[src/core/aps_pkg.sv]
// Package for the actuator position supervisor: register map, field
// positions, reset values and the fixed figures of the supervision logic.
// Assumes distances in units of 0.01 mm and deviations in encoder pulses.
package aps_pkg;

  // Register byte offsets on the APB.
  localparam logic [7:0] APS_OFS_RANGE = 8'h00;
  localparam logic [7:0] APS_OFS_ZONE = 8'h04;
  localparam logic [7:0] APS_OFS_HOME = 8'h08;
  localparam logic [7:0] APS_OFS_CTRL = 8'h0c;
  localparam logic [7:0] APS_OFS_STAT = 8'h10;

  // Control register fields.
  localparam int APS_CTRL_DIR = 0;
  localparam int APS_CTRL_SMOOTH = 1;
  localparam int APS_CTRL_STOPCUR = 2;
  localparam int APS_CTRL_RADIO = 3;

  // Status register fields.
  localparam int APS_ST_BWD = 0;
  localparam int APS_ST_FWD = 1;
  localparam int APS_ST_OVER = 2;
  localparam int APS_ST_REHOME = 3;
  localparam int APS_ST_CORR = 4;
  localparam int APS_ST_LOADCUR = 5;

  // Distance width in bits, then distances, all in 0.01 mm steps.
  localparam int APS_DW = 20;
  localparam logic [19:0] APS_MARGIN = 20'h0001e;
  localparam logic [19:0] APS_RANGE_MAX = 20'hf4221;
  localparam logic [19:0] APS_DIST_MAX = 20'hf423f;
  localparam logic [19:0] APS_ZONE_RST = 20'h0000a;

  // Encoder pulses per screw revolution, and stop deviation thresholds.
  localparam logic [9:0] APS_PULSE_REV = 10'h320;
  localparam logic [15:0] APS_DEV_HOLD = 16'h0002;
  localparam logic [15:0] APS_DEV_GO = 16'h0001;

  // Control reset values other than the direction bit.
  localparam logic APS_SMOOTH_RST = 1'b0;
  localparam logic APS_STOPCUR_RST = 1'b0;
  localparam logic APS_RADIO_RST = 1'b1;

endpackage

[src/core/aps_top.sv]
// Actuator position supervisor: APB settings, range and end-zone watch,
// home direction, profile choice, stop control and radio gating.
// Assumes position and deviation inputs arrive from logic on clk.
//
// Added by the designer: register access over APB and the register offsets.
`timescale 1ns/100ps
`default_nettype none

module aps_top #(
  parameter logic [19:0] STROKE_MAX = 20'h04e20,
  parameter logic [19:0] HOME_OFS_RST = 20'h00032,
  parameter logic HOME_DIR_RST = 1'b0,
  parameter logic [15:0] SCREW_LEAD = 16'h03e8
) (
  // Clock and reset
  input wire logic clk,
  input wire logic rst,
  // APB slave
  input wire logic psel,
  input wire logic penable,
  input wire logic pwrite,
  input wire logic [7:0] paddr,
  input wire logic [31:0] pwdata,
  output logic [31:0] prdata,
  output logic pready,
  output logic pslverr,
  // Position feedback, 0.01 mm from home-side stop, and pulse deviation
  input wire logic signed [23:0] pos_in,
  input wire logic signed [15:0] pos_dev,
  input wire logic in_motion,
  input wire logic home_done,
  // Supervision outputs
  output logic [1:0] end_zone_signal,
  output logic range_fault,
  output logic rehome_req,
  // Drive settings
  output logic dir_invert,
  output logic profile_s,
  output logic correct_en,
  output logic load_cur_mode,
  // Radio gating
  output logic radio_tx_en,
  output logic radio_rx_en
);
  import aps_pkg::*;

  logic [19:0] range_reg;
  logic [19:0] zone_reg;
  logic [19:0] home_reg;
  logic [3:0] ctrl_reg;
  logic pready_reg;
  logic pslverr_reg;
  logic [31:0] prdata_reg;
  logic bwd_reg;
  logic fwd_reg;
  logic over_reg;
  logic rehome_reg;
  logic rehome_next;
  logic [3:0] ctrl_rst;

  // Bus decode.
  wire logic acc_first;
  wire logic wr_fire;
  wire logic hit_range;
  wire logic hit_zone;
  wire logic hit_home;
  wire logic hit_ctrl;
  wire logic hit_stat;
  wire logic mapped;
  wire logic hi_zero;
  wire logic [19:0] wval;
  wire logic [29:0] res_prod;
  wire logic too_fine;
  wire logic nz;
  wire logic range_ok;
  wire logic zone_ok;
  wire logic home_ok;
  wire logic wr_err;
  wire logic [31:0] rd_mux;
  wire logic [5:0] stat_word;

  assign acc_first = psel & penable & ~pready_reg;
  assign wr_fire = psel & penable & pready_reg & pwrite & ~pslverr_reg;
  assign hit_range = paddr == APS_OFS_RANGE;
  assign hit_zone = paddr == APS_OFS_ZONE;
  assign hit_home = paddr == APS_OFS_HOME;
  assign hit_ctrl = paddr == APS_OFS_CTRL;
  assign hit_stat = paddr == APS_OFS_STAT;
  assign mapped = hit_range | hit_zone | hit_home | hit_ctrl | hit_stat;
  assign hi_zero = pwdata[31:20] == 12'h000;
  assign wval = pwdata[19:0];
  assign nz = wval != 20'h00000;
  // Finest settable step is one encoder pulse of travel.
  assign res_prod = 30'(wval) * 30'(APS_PULSE_REV);
  assign too_fine = res_prod < 30'(SCREW_LEAD);
  assign range_ok = hi_zero & (wval <= APS_RANGE_MAX)
    & ~(nz & too_fine);
  assign zone_ok = hi_zero & (wval <= APS_DIST_MAX) & ~too_fine;
  assign home_ok = hi_zero & (wval <= APS_DIST_MAX)
    & ~(nz & too_fine);
  // Refused values leave the register untouched and answer with an error.
  assign wr_err = ~mapped | (pwrite & (hit_stat
    | (hit_range & ~range_ok) | (hit_zone & ~zone_ok)
    | (hit_home & ~home_ok)));

  assign stat_word = {load_cur_mode, correct_en, rehome_reg, over_reg,
    fwd_reg, bwd_reg};
  assign rd_mux = hit_range ? {12'h000, range_reg} :
    hit_zone ? {12'h000, zone_reg} :
    hit_home ? {12'h000, home_reg} :
    hit_ctrl ? {28'h0000000, ctrl_reg} :
    hit_stat ? {26'h0000000, stat_word} : 32'h00000000;

  // One wait state keeps read data coming straight from a flop.
  always_ff @(posedge clk) begin
    if (rst) begin
      pready_reg <= 1'b0;
      pslverr_reg <= 1'b0;
      prdata_reg <= 32'h00000000;
    end else begin
      pready_reg <= acc_first;
      pslverr_reg <= acc_first & wr_err;
      prdata_reg <= (acc_first & ~pwrite) ? rd_mux : 32'h00000000;
    end
  end

  assign pready = pready_reg;
  assign pslverr = pslverr_reg;
  assign prdata = prdata_reg;

  // Settings registers.
  assign ctrl_rst = {APS_RADIO_RST, APS_STOPCUR_RST, APS_SMOOTH_RST,
    HOME_DIR_RST};

  always_ff @(posedge clk) begin
    if (rst) begin
      range_reg <= STROKE_MAX;
      zone_reg <= APS_ZONE_RST;
      home_reg <= HOME_OFS_RST;
      ctrl_reg <= ctrl_rst;
    end else if (wr_fire) begin
      if (hit_range) begin
        range_reg <= wval;
      end
      if (hit_zone) begin
        zone_reg <= wval;
      end
      if (hit_home) begin
        home_reg <= wval;
      end
      if (hit_ctrl) begin
        ctrl_reg <= pwdata[3:0];
      end
    end
  end

  // Position relative to home; every limit below is taken from there.
  wire logic signed [24:0] rel_pos;
  wire logic signed [24:0] lim_pos;
  wire logic signed [24:0] fwd_edge;
  wire logic signed [24:0] bwd_edge;
  wire logic in_bwd;
  wire logic in_fwd;
  wire logic over;

  assign rel_pos = $signed({pos_in[23], pos_in})
    - $signed({5'h00, home_reg});
  assign lim_pos = $signed({5'h00, range_reg})
    + $signed({5'h00, APS_MARGIN});
  assign bwd_edge = $signed({5'h00, zone_reg});
  assign fwd_edge = $signed({5'h00, range_reg})
    - $signed({5'h00, zone_reg});
  assign in_bwd = rel_pos <= bwd_edge;
  assign in_fwd = rel_pos >= fwd_edge;
  assign over = rel_pos > lim_pos;

  always_ff @(posedge clk) begin
    if (rst) begin
      bwd_reg <= 1'b0;
      fwd_reg <= 1'b0;
      over_reg <= 1'b0;
    end else begin
      bwd_reg <= in_bwd;
      fwd_reg <= in_fwd;
      over_reg <= over;
    end
  end

  assign end_zone_signal = {fwd_reg, bwd_reg};
  assign range_fault = over_reg;

  // Home reference is stale after a direction or offset change; a new
  // change in the same cycle as home_done wins over the clear.
  wire logic dir_change;
  wire logic home_change;
  assign dir_change = wr_fire & hit_ctrl
    & (pwdata[APS_CTRL_DIR] != ctrl_reg[APS_CTRL_DIR]);
  assign home_change = wr_fire & hit_home & (wval != home_reg);
  assign rehome_next = (dir_change | home_change) ? 1'b1 :
    home_done ? 1'b0 : rehome_reg;

  always_ff @(posedge clk) begin
    if (rst) begin
      rehome_reg <= 1'b0;
    end else begin
      rehome_reg <= rehome_next;
    end
  end

  assign rehome_req = rehome_reg;
  assign dir_invert = ctrl_reg[APS_CTRL_DIR] ^ HOME_DIR_RST;
  assign profile_s = ctrl_reg[APS_CTRL_SMOOTH];
  assign radio_tx_en = ctrl_reg[APS_CTRL_RADIO];
  assign radio_rx_en = ctrl_reg[APS_CTRL_RADIO];

  aps_stop_ctl u_stop (
    .clk(clk),
    .rst(rst),
    .stop_cur_en(ctrl_reg[APS_CTRL_STOPCUR]),
    .in_motion(in_motion),
    .pos_dev(pos_dev),
    .correct_en(correct_en),
    .load_cur_mode(load_cur_mode)
  );

  property p_over;
    @(posedge clk) disable iff (rst)
      (rel_pos > $signed({5'h00, range_reg}) + 30) |=> range_fault;
  endproperty
  a_over: assert property (p_over)
    else $error("Travel past range plus margin not flagged.");

  property p_range_cap;
    @(posedge clk) disable iff (rst)
      (wr_fire && hit_range) |-> (wval <= 999969);
  endproperty
  a_range_cap: assert property (p_range_cap)
    else $error("Range accepted above its ceiling.");

  property p_bwd_on;
    @(posedge clk) disable iff (rst)
      (!rst && rel_pos <= $signed({5'h00, zone_reg})) |=> end_zone_signal[0];
  endproperty
  a_bwd_on: assert property (p_bwd_on)
    else $error("Backward end missing inside its window.");

  property p_fwd_off;
    @(posedge clk) disable iff (rst)
      (!in_fwd ##1 !$past(in_fwd)) |-> !end_zone_signal[1];
  endproperty
  a_fwd_off: assert property (p_fwd_off)
    else $error("Forward end held after leaving its window.");

  property p_fine;
    @(posedge clk) disable iff (rst)
      (acc_first && pwrite && hit_zone && too_fine)
        |=> pslverr ##1 $stable(zone_reg);
  endproperty
  a_fine: assert property (p_fine)
    else $error("Window finer than one pulse was taken.");

  property p_home_cap;
    @(posedge clk) disable iff (rst)
      (acc_first && pwrite && hit_home && !hi_zero)
        |=> pslverr ##1 $stable(home_reg);
  endproperty
  a_home_cap: assert property (p_home_cap)
    else $error("Home offset accepted beyond its ceiling.");

  property p_dir_flip;
    @(posedge clk) disable iff (rst)
      dir_change |=> (dir_invert != $past(dir_invert)) && rehome_req;
  endproperty
  a_dir_flip: assert property (p_dir_flip)
    else $error("Direction change did not reverse moves.");

  property p_radio_off;
    @(posedge clk) disable iff (rst)
      (wr_fire && hit_ctrl && !pwdata[APS_CTRL_RADIO])
        |=> !radio_tx_en && !radio_rx_en;
  endproperty
  a_radio_off: assert property (p_radio_off)
    else $error("Radio left active after being disabled.");

  property p_profile;
    @(posedge clk) disable iff (rst)
      (wr_fire && hit_ctrl) |=> profile_s == $past(pwdata[APS_CTRL_SMOOTH]);
  endproperty
  a_profile: assert property (p_profile)
    else $error("Profile choice does not follow the smooth bit.");

endmodule // aps_top

`default_nettype wire

[src/core/aps_stop_ctl.sv]
// Stop behaviour of the actuator: holding current mode and whether the
// position loop still corrects the remaining deviation.
// Assumes pos_dev and in_motion come from motor logic on the same clock.
`timescale 1ns/100ps
`default_nettype none

module aps_stop_ctl (
  // Clock and reset
  input wire logic clk,
  input wire logic rst,
  // Settings and feedback
  input wire logic stop_cur_en,
  input wire logic in_motion,
  input wire logic signed [15:0] pos_dev,
  // Decisions
  output logic correct_en,
  output logic load_cur_mode
);
  import aps_pkg::*;

  logic correct_reg;
  logic correct_next;
  logic load_cur_reg;
  logic load_cur_next;
  wire logic [15:0] dev_mag;
  wire logic need_hold;
  wire logic need_go;

  // The most negative deviation wraps to itself, which still reads large.
  assign dev_mag = pos_dev[15] ? 16'(-pos_dev) : 16'(pos_dev);
  assign need_hold = dev_mag > APS_DEV_HOLD;
  assign need_go = dev_mag >= APS_DEV_GO;
  assign correct_next = stop_cur_en ? need_go : need_hold;
  // Load-dependent current only at rest with stop control on; constant current otherwise.
  assign load_cur_next = stop_cur_en & ~in_motion;

  always_ff @(posedge clk) begin
    if (rst) begin
      correct_reg <= 1'b0;
      load_cur_reg <= 1'b0;
    end else begin
      correct_reg <= correct_next;
      load_cur_reg <= load_cur_next;
    end
  end

  assign correct_en = correct_reg;
  assign load_cur_mode = load_cur_reg;

  property p_hold_band;
    @(posedge clk) disable iff (rst)
      (!stop_cur_en && pos_dev <= 2 && pos_dev >= -2) |=> !correct_en;
  endproperty
  a_hold_band: assert property (p_hold_band)
    else $error("Correction kept inside the two pulse band.");

  property p_go_band;
    @(posedge clk) disable iff (rst)
      (stop_cur_en && pos_dev != 0) |=> correct_en;
  endproperty
  a_go_band: assert property (p_go_band)
    else $error("Correction stopped with a pulse of deviation left.");

  property p_const_cur;
    @(posedge clk) disable iff (rst)
      (!stop_cur_en ##1 !stop_cur_en) |-> !load_cur_mode;
  endproperty
  a_const_cur: assert property (p_const_cur)
    else $error("Load current chosen while stop control is off.");

  property p_load_cur;
    @(posedge clk) disable iff (rst)
      (stop_cur_en && !in_motion) |=> load_cur_mode;
  endproperty
  a_load_cur: assert property (p_load_cur)
    else $error("Load current missing at rest with stop control on.");

endmodule // aps_stop_ctl

`default_nettype wire

[config.mk]
export PLATFORM = sky130hd
export DESIGN_NAME = aps_top
export DESIGN_NICKNAME = d
export VERILOG_FILES = /design/src/core/aps_pkg.sv /design/src/core/aps_top.sv /design/src/core/aps_stop_ctl.sv
export SDC_FILE = /design/constraint.sdc
export NUM_CORES = 1
export LEC_CHECK = 0
export ABC_AREA = 1
export BUFFER_PORTS_ARGS = -buffer_cell sky130_fd_sc_hd__buf_2
export CORE_ASPECT_RATIO = 0.9
export CORE_MARGIN = 8
export CORE_UTILIZATION = 55
export DETAILED_ROUTE_END_ITERATION = 12
export PLACE_DENSITY = 0.82
export SYNTH_ARGS = -nofsm -noshare
export SYNTH_HDL_FRONTEND = slang
export SYNTH_SLANG_ARGS = --single-unit
[constraint.sdc]
create_clock -name clk -period 6.3 [get_ports clk]
set_clock_uncertainty 0.2 [all_clocks]
set_input_delay 1.26 -clock clk [delete_from_list [all_inputs] [get_ports clk]]
set_output_delay 1.26 -clock clk [all_outputs]
set_load 0.05 [all_outputs]
==> impl_summary.txt <==
----------------------------------------------------
[Status]
  Result of the run ... completed

[STA]
  Max-slew violations ... 0
  Tightest Pin Transition ... 1.14 ns
  Final Hold Fails ... 0
  Number of endpoints failing setup at the final stage ... 0
  Max transition margin ... 0.234
  Post-route fraction of the period consumed by the critical path ... 0.767
  F_max ... 207 MHz
  Period minus WS final ... 4.83 ns
  Setup repair after global routing missed its margin ... false
  Post-Route Setup TNS ... 0 ns

[Setup path]
  Critical path, cell by cell ... buf_2, inv_1, ha_1, ha_1, inv_1, fa_1, inv_1, ha_1, nand2_1, nor2_1, nand4_1, nand2_1, nand2_1, nand2_1, nand2_1, nand2_1, inv_1, nor2_1, nand4_1, nand2_1, nand2_1, nand3_1, nand2_1, a21oi_2
  CP endpoint kind ... flip-flop
  Flop-to-flop setup slack ... 2.05 ns
  Startpoint types ... input port
  CP Data Required Time ... 6.40 ns
  Largest fanout of any net on the critical path ... 5
  Most numerous cell on the critical path ... nand2_1
  Category of the most critical setup path ... input port to flip-flop
  Slowest cell on crit path ... fa_1
  Critical Path AT ... 4.93 ns
  Slowest Stage Delay on Critical Path ... 0.50 ns

[Routing]
  Post-detailed-routing wire length ... 32,600 um
  First-pass iteration count of the detailed router ... 6
  Average wire per cell in the routed design ... 17.0 um
  Iter 0 DRT Violations ... 1,202
  Final routed DRC violation total ... 0
  Post-route ant nets ... 0
  Via count ... 11,100
  Mean number of vias per cell ... 5.78

[Yosys]
  Proportion of netlist area held by the largest area contributor ... 0.216
  Synthesized-area fraction occupied by xor and xnor cells ... 0.0619
  Share of synthesized area spent on multiplexers ... 0
  Total standard cell area after synthesis ... 10,900 um2
  Predominant post-synthesis flop cell ... dfxtp_1
  Number of enable flip-flop cells after synthesis ... 0
  Synthesized-area fraction occupied by ao, oa, aoi and oai cells ... 0.181
  Per-instance average area after synthesis ... 6.94 um2
  Fraction of the yosys area taken by sequential cells ... 0.170
  Cell variety after synth ... 50
  Warnings from Yosys ... 0
  Ys async rst share ... 0
  Leading cell types by total area after synthesis ... ha_1, dfxtp_1, nand2_1
  Dominant combinational cell family by area after synthesis ... adder cells
  Adder-Cell Fraction of Synth Area ... 0.247
  Number of flip-flops and latches in the synthesized netlist ... 92
  Most area-hungry cell type in the Yosys netlist ... ha_1
  Simple-gate area share of the yosys netlist ... 0.230
  Gate count of the mapped netlist ... 1,564

[Placed design]
  RD Place Congestion ... 0.997
  Number of placed instances with taps included ... 1,906
  DP Wirelength ... 26,600 um
  IO Port Bufs ... 118
  Cell Area, Placed ... 11,600 um2

[Die]
  Number of primary I/O pins ... 131
  Effective utilization at floorplan ... 0.563
  CORE AREA ... 19,300 um2
  Total die area ... 24,500 um2
  Y dimension of the die ... 149 um
  FP Rows ... 48
  Die Width ... 164 um

[GRT]
  Vias in the first global route ... 10,100
  Met3 GRT Util ... 0.0488
  Layer with the highest usage after global routing ... met2
  Met1 Usage GRT ... 0.372
  Global-route wire length before repair ... 51,000 um
  GRT Util Overall ... 0.258
  Total congestion overflow after global routing ... 0
  Number of antenna violations at the first check in global routing ... 1
  Met2 routing resource usage after global routing ... 0.386
  Largest net degree at the start of global routing ... 68

[Finish]
  Final Non-Filler Cells ... 1,922
  Finished Cell Area ... 11,900 um2
  Number of nets at the end of the flow ... 1,958
  Core utilization of the finished layout ... 0.619
  Layout area overhead ... 9.84%
  Count of inserted antenna diode cells ... 0
  Fraction of layout instances using a drive strength above 1 ... 0.121

[Power and ir drop]
  Peak supply drop ... 0.120 mV
  Power density over cell area ... 170 nW/um2
  Leakage ... 0.00590 uW

[Clock network]
  Maximum clock path buffer count ... 2
  Clock-pin slew on the worst setup and hold paths ... 0.08 ns
  Later-pin clock latency in the skew report ... 0.36 ns
  TritonCTS clock tree ... yes
  Number of buffers inserted by post-CTS setup repair ... 0
  Clock net sink count ... 92
  Inserted Clock Buffers ... 9
  Clock root buffer master ... clkbuf_16
  Count of hold-fix buffers inserted at cts ... 0
  Gates resized, CTS repair ... 0
  H-Tree Level Count ... 3

[Min path]
  Worst min path class ... flip-flop to flip-flop

[Flow run]
  Max Cap Violations ... 0

----------------------------------------------------
==> cell usage in the layout (no fill, tap or decap), types with 3 or more instances in the layout <==
master	count
o21ai_0	95
clkbuf_16	9
a221oi_1	19
fa_1	17
xnor2_1	30
nor2_1	102
a21oi_2	6
o31ai_1	4
nand4_1	32
dfxtp_1	92
o21ai_2	3
nor4_1	12
a21boi_2	3
a21oi_1	163
o21bai_1	3
o21ai_1	7
buf_2	118
xor2_1	43
o21a_1	3
inv_1	247
o211ai_1	22
a211oi_1	4
conb_1	12
nand2_1	277
nand2_2	11
nor2_2	12
and2_1	3
nand3_1	50
nand3_2	7
nor4_2	3
a31oi_1	5
nor3_1	21
ha_1	187
nand3b_1	10
buf_4	5
inv_2	8
==> routing by layer <==
| layer | vias to the layer above | share of wire | wire length (um) |
|---|---|---|---|
| met1 | 5065 | 0.45 | 14800 |
| met2 | 573 | 0.42 | 13800 |
| met5 | - | 0 | 0 |
| met3 | 56 | 0.10 | 3310 |
| met4 | 0 | 0.021 | 682 |
| li1 | 5409 | - | - |
==> stage by stage <==
step | setup slack [ns] | power, uW | hold slack (ns)
global route | 1.23 | 2150 | 0.292
finish | 1.47 | 2030 | 0.269
detailed placement | 1.20 | 1420 | 0.250
CTS | 1.56 | 2000 | 0.263
floorplan | 1.95 | 1210 | 0.255
global placement | 1.24 | 1400 | 0.249
==> final cells by class <==
type | instances | area (um2)
fillers | 1771 | 7350
flip-flops and latches | 92 | 1840
multi-input cells | 1184 | 7860
clock buffers | 10 | 239
clock inverters | 6 | 77.6
inverters | 257 | 965
repair buffers | 123 | 628
well taps | 250 | 313
==> Yosys cell counts, types with 3 or more instances <==
cell,count
a21oi_1,163
nand2_1,277
o21ai_2,3
dfxtp_1,92
a31oi_1,5
o21a_1,3
clkbuf_1,16
buf_2,9
nor3_1,21
inv_2,8
inv_1,247
o21ai_1,7
buf_4,17
nor4_2,3
nand4_1,32
ha_1,187
fa_1,17
a211oi_1,4
and2_1,3
xor2_1,43
nor2_1,103
nand2_2,11
o211ai_1,22
nor4_1,12
o21bai_1,3
o21ai_0,95
o31ai_1,4
nand3_1,50
a21oi_2,6
nor2_2,11
a221oi_1,19
nand3_2,7
nand3b_1,10
xnor2_1,30
a21boi_2,3
==> kinds of logic (layout without fill, tap and decap cells) <==
logic type                 count (synthesis)  after routing
adders and majority gates                204            204
xor gates and xnor gates                  75             75
other                                      1             12
buffers and inverters                    299            396
and+or+nand+nor                          550            550
DFF                                       92             92
AOI/OAI and AO/OA                        343            343
==> power breakdown <==
group / internal [uW] / switching, uW / total, uW
Combinational: 293 / 549 / 842
Clock: 328 / 269 / 596
Sequential: 583 / 3.35 / 587
==> worst paths after layout <==
kind / cells past startpoint / startpoint / endpoint
min: 1 / pready / pready
min reg2reg: 1 / pready / pready
max: 24 / pwdata[11] / pslverr
max reg2reg: 22 / range_reg[0] / fwd_reg
==> worst max-delay path: cells and delay by family <==
family                     cells  cell delay (ns)
buffers and inverters          5             0.47
AOI/OAI and AO/OA              1             0.10
and+or+nand+nor               14             1.65
adders and majority gates      4             1.42
Power figures use the tool's default switching activity.
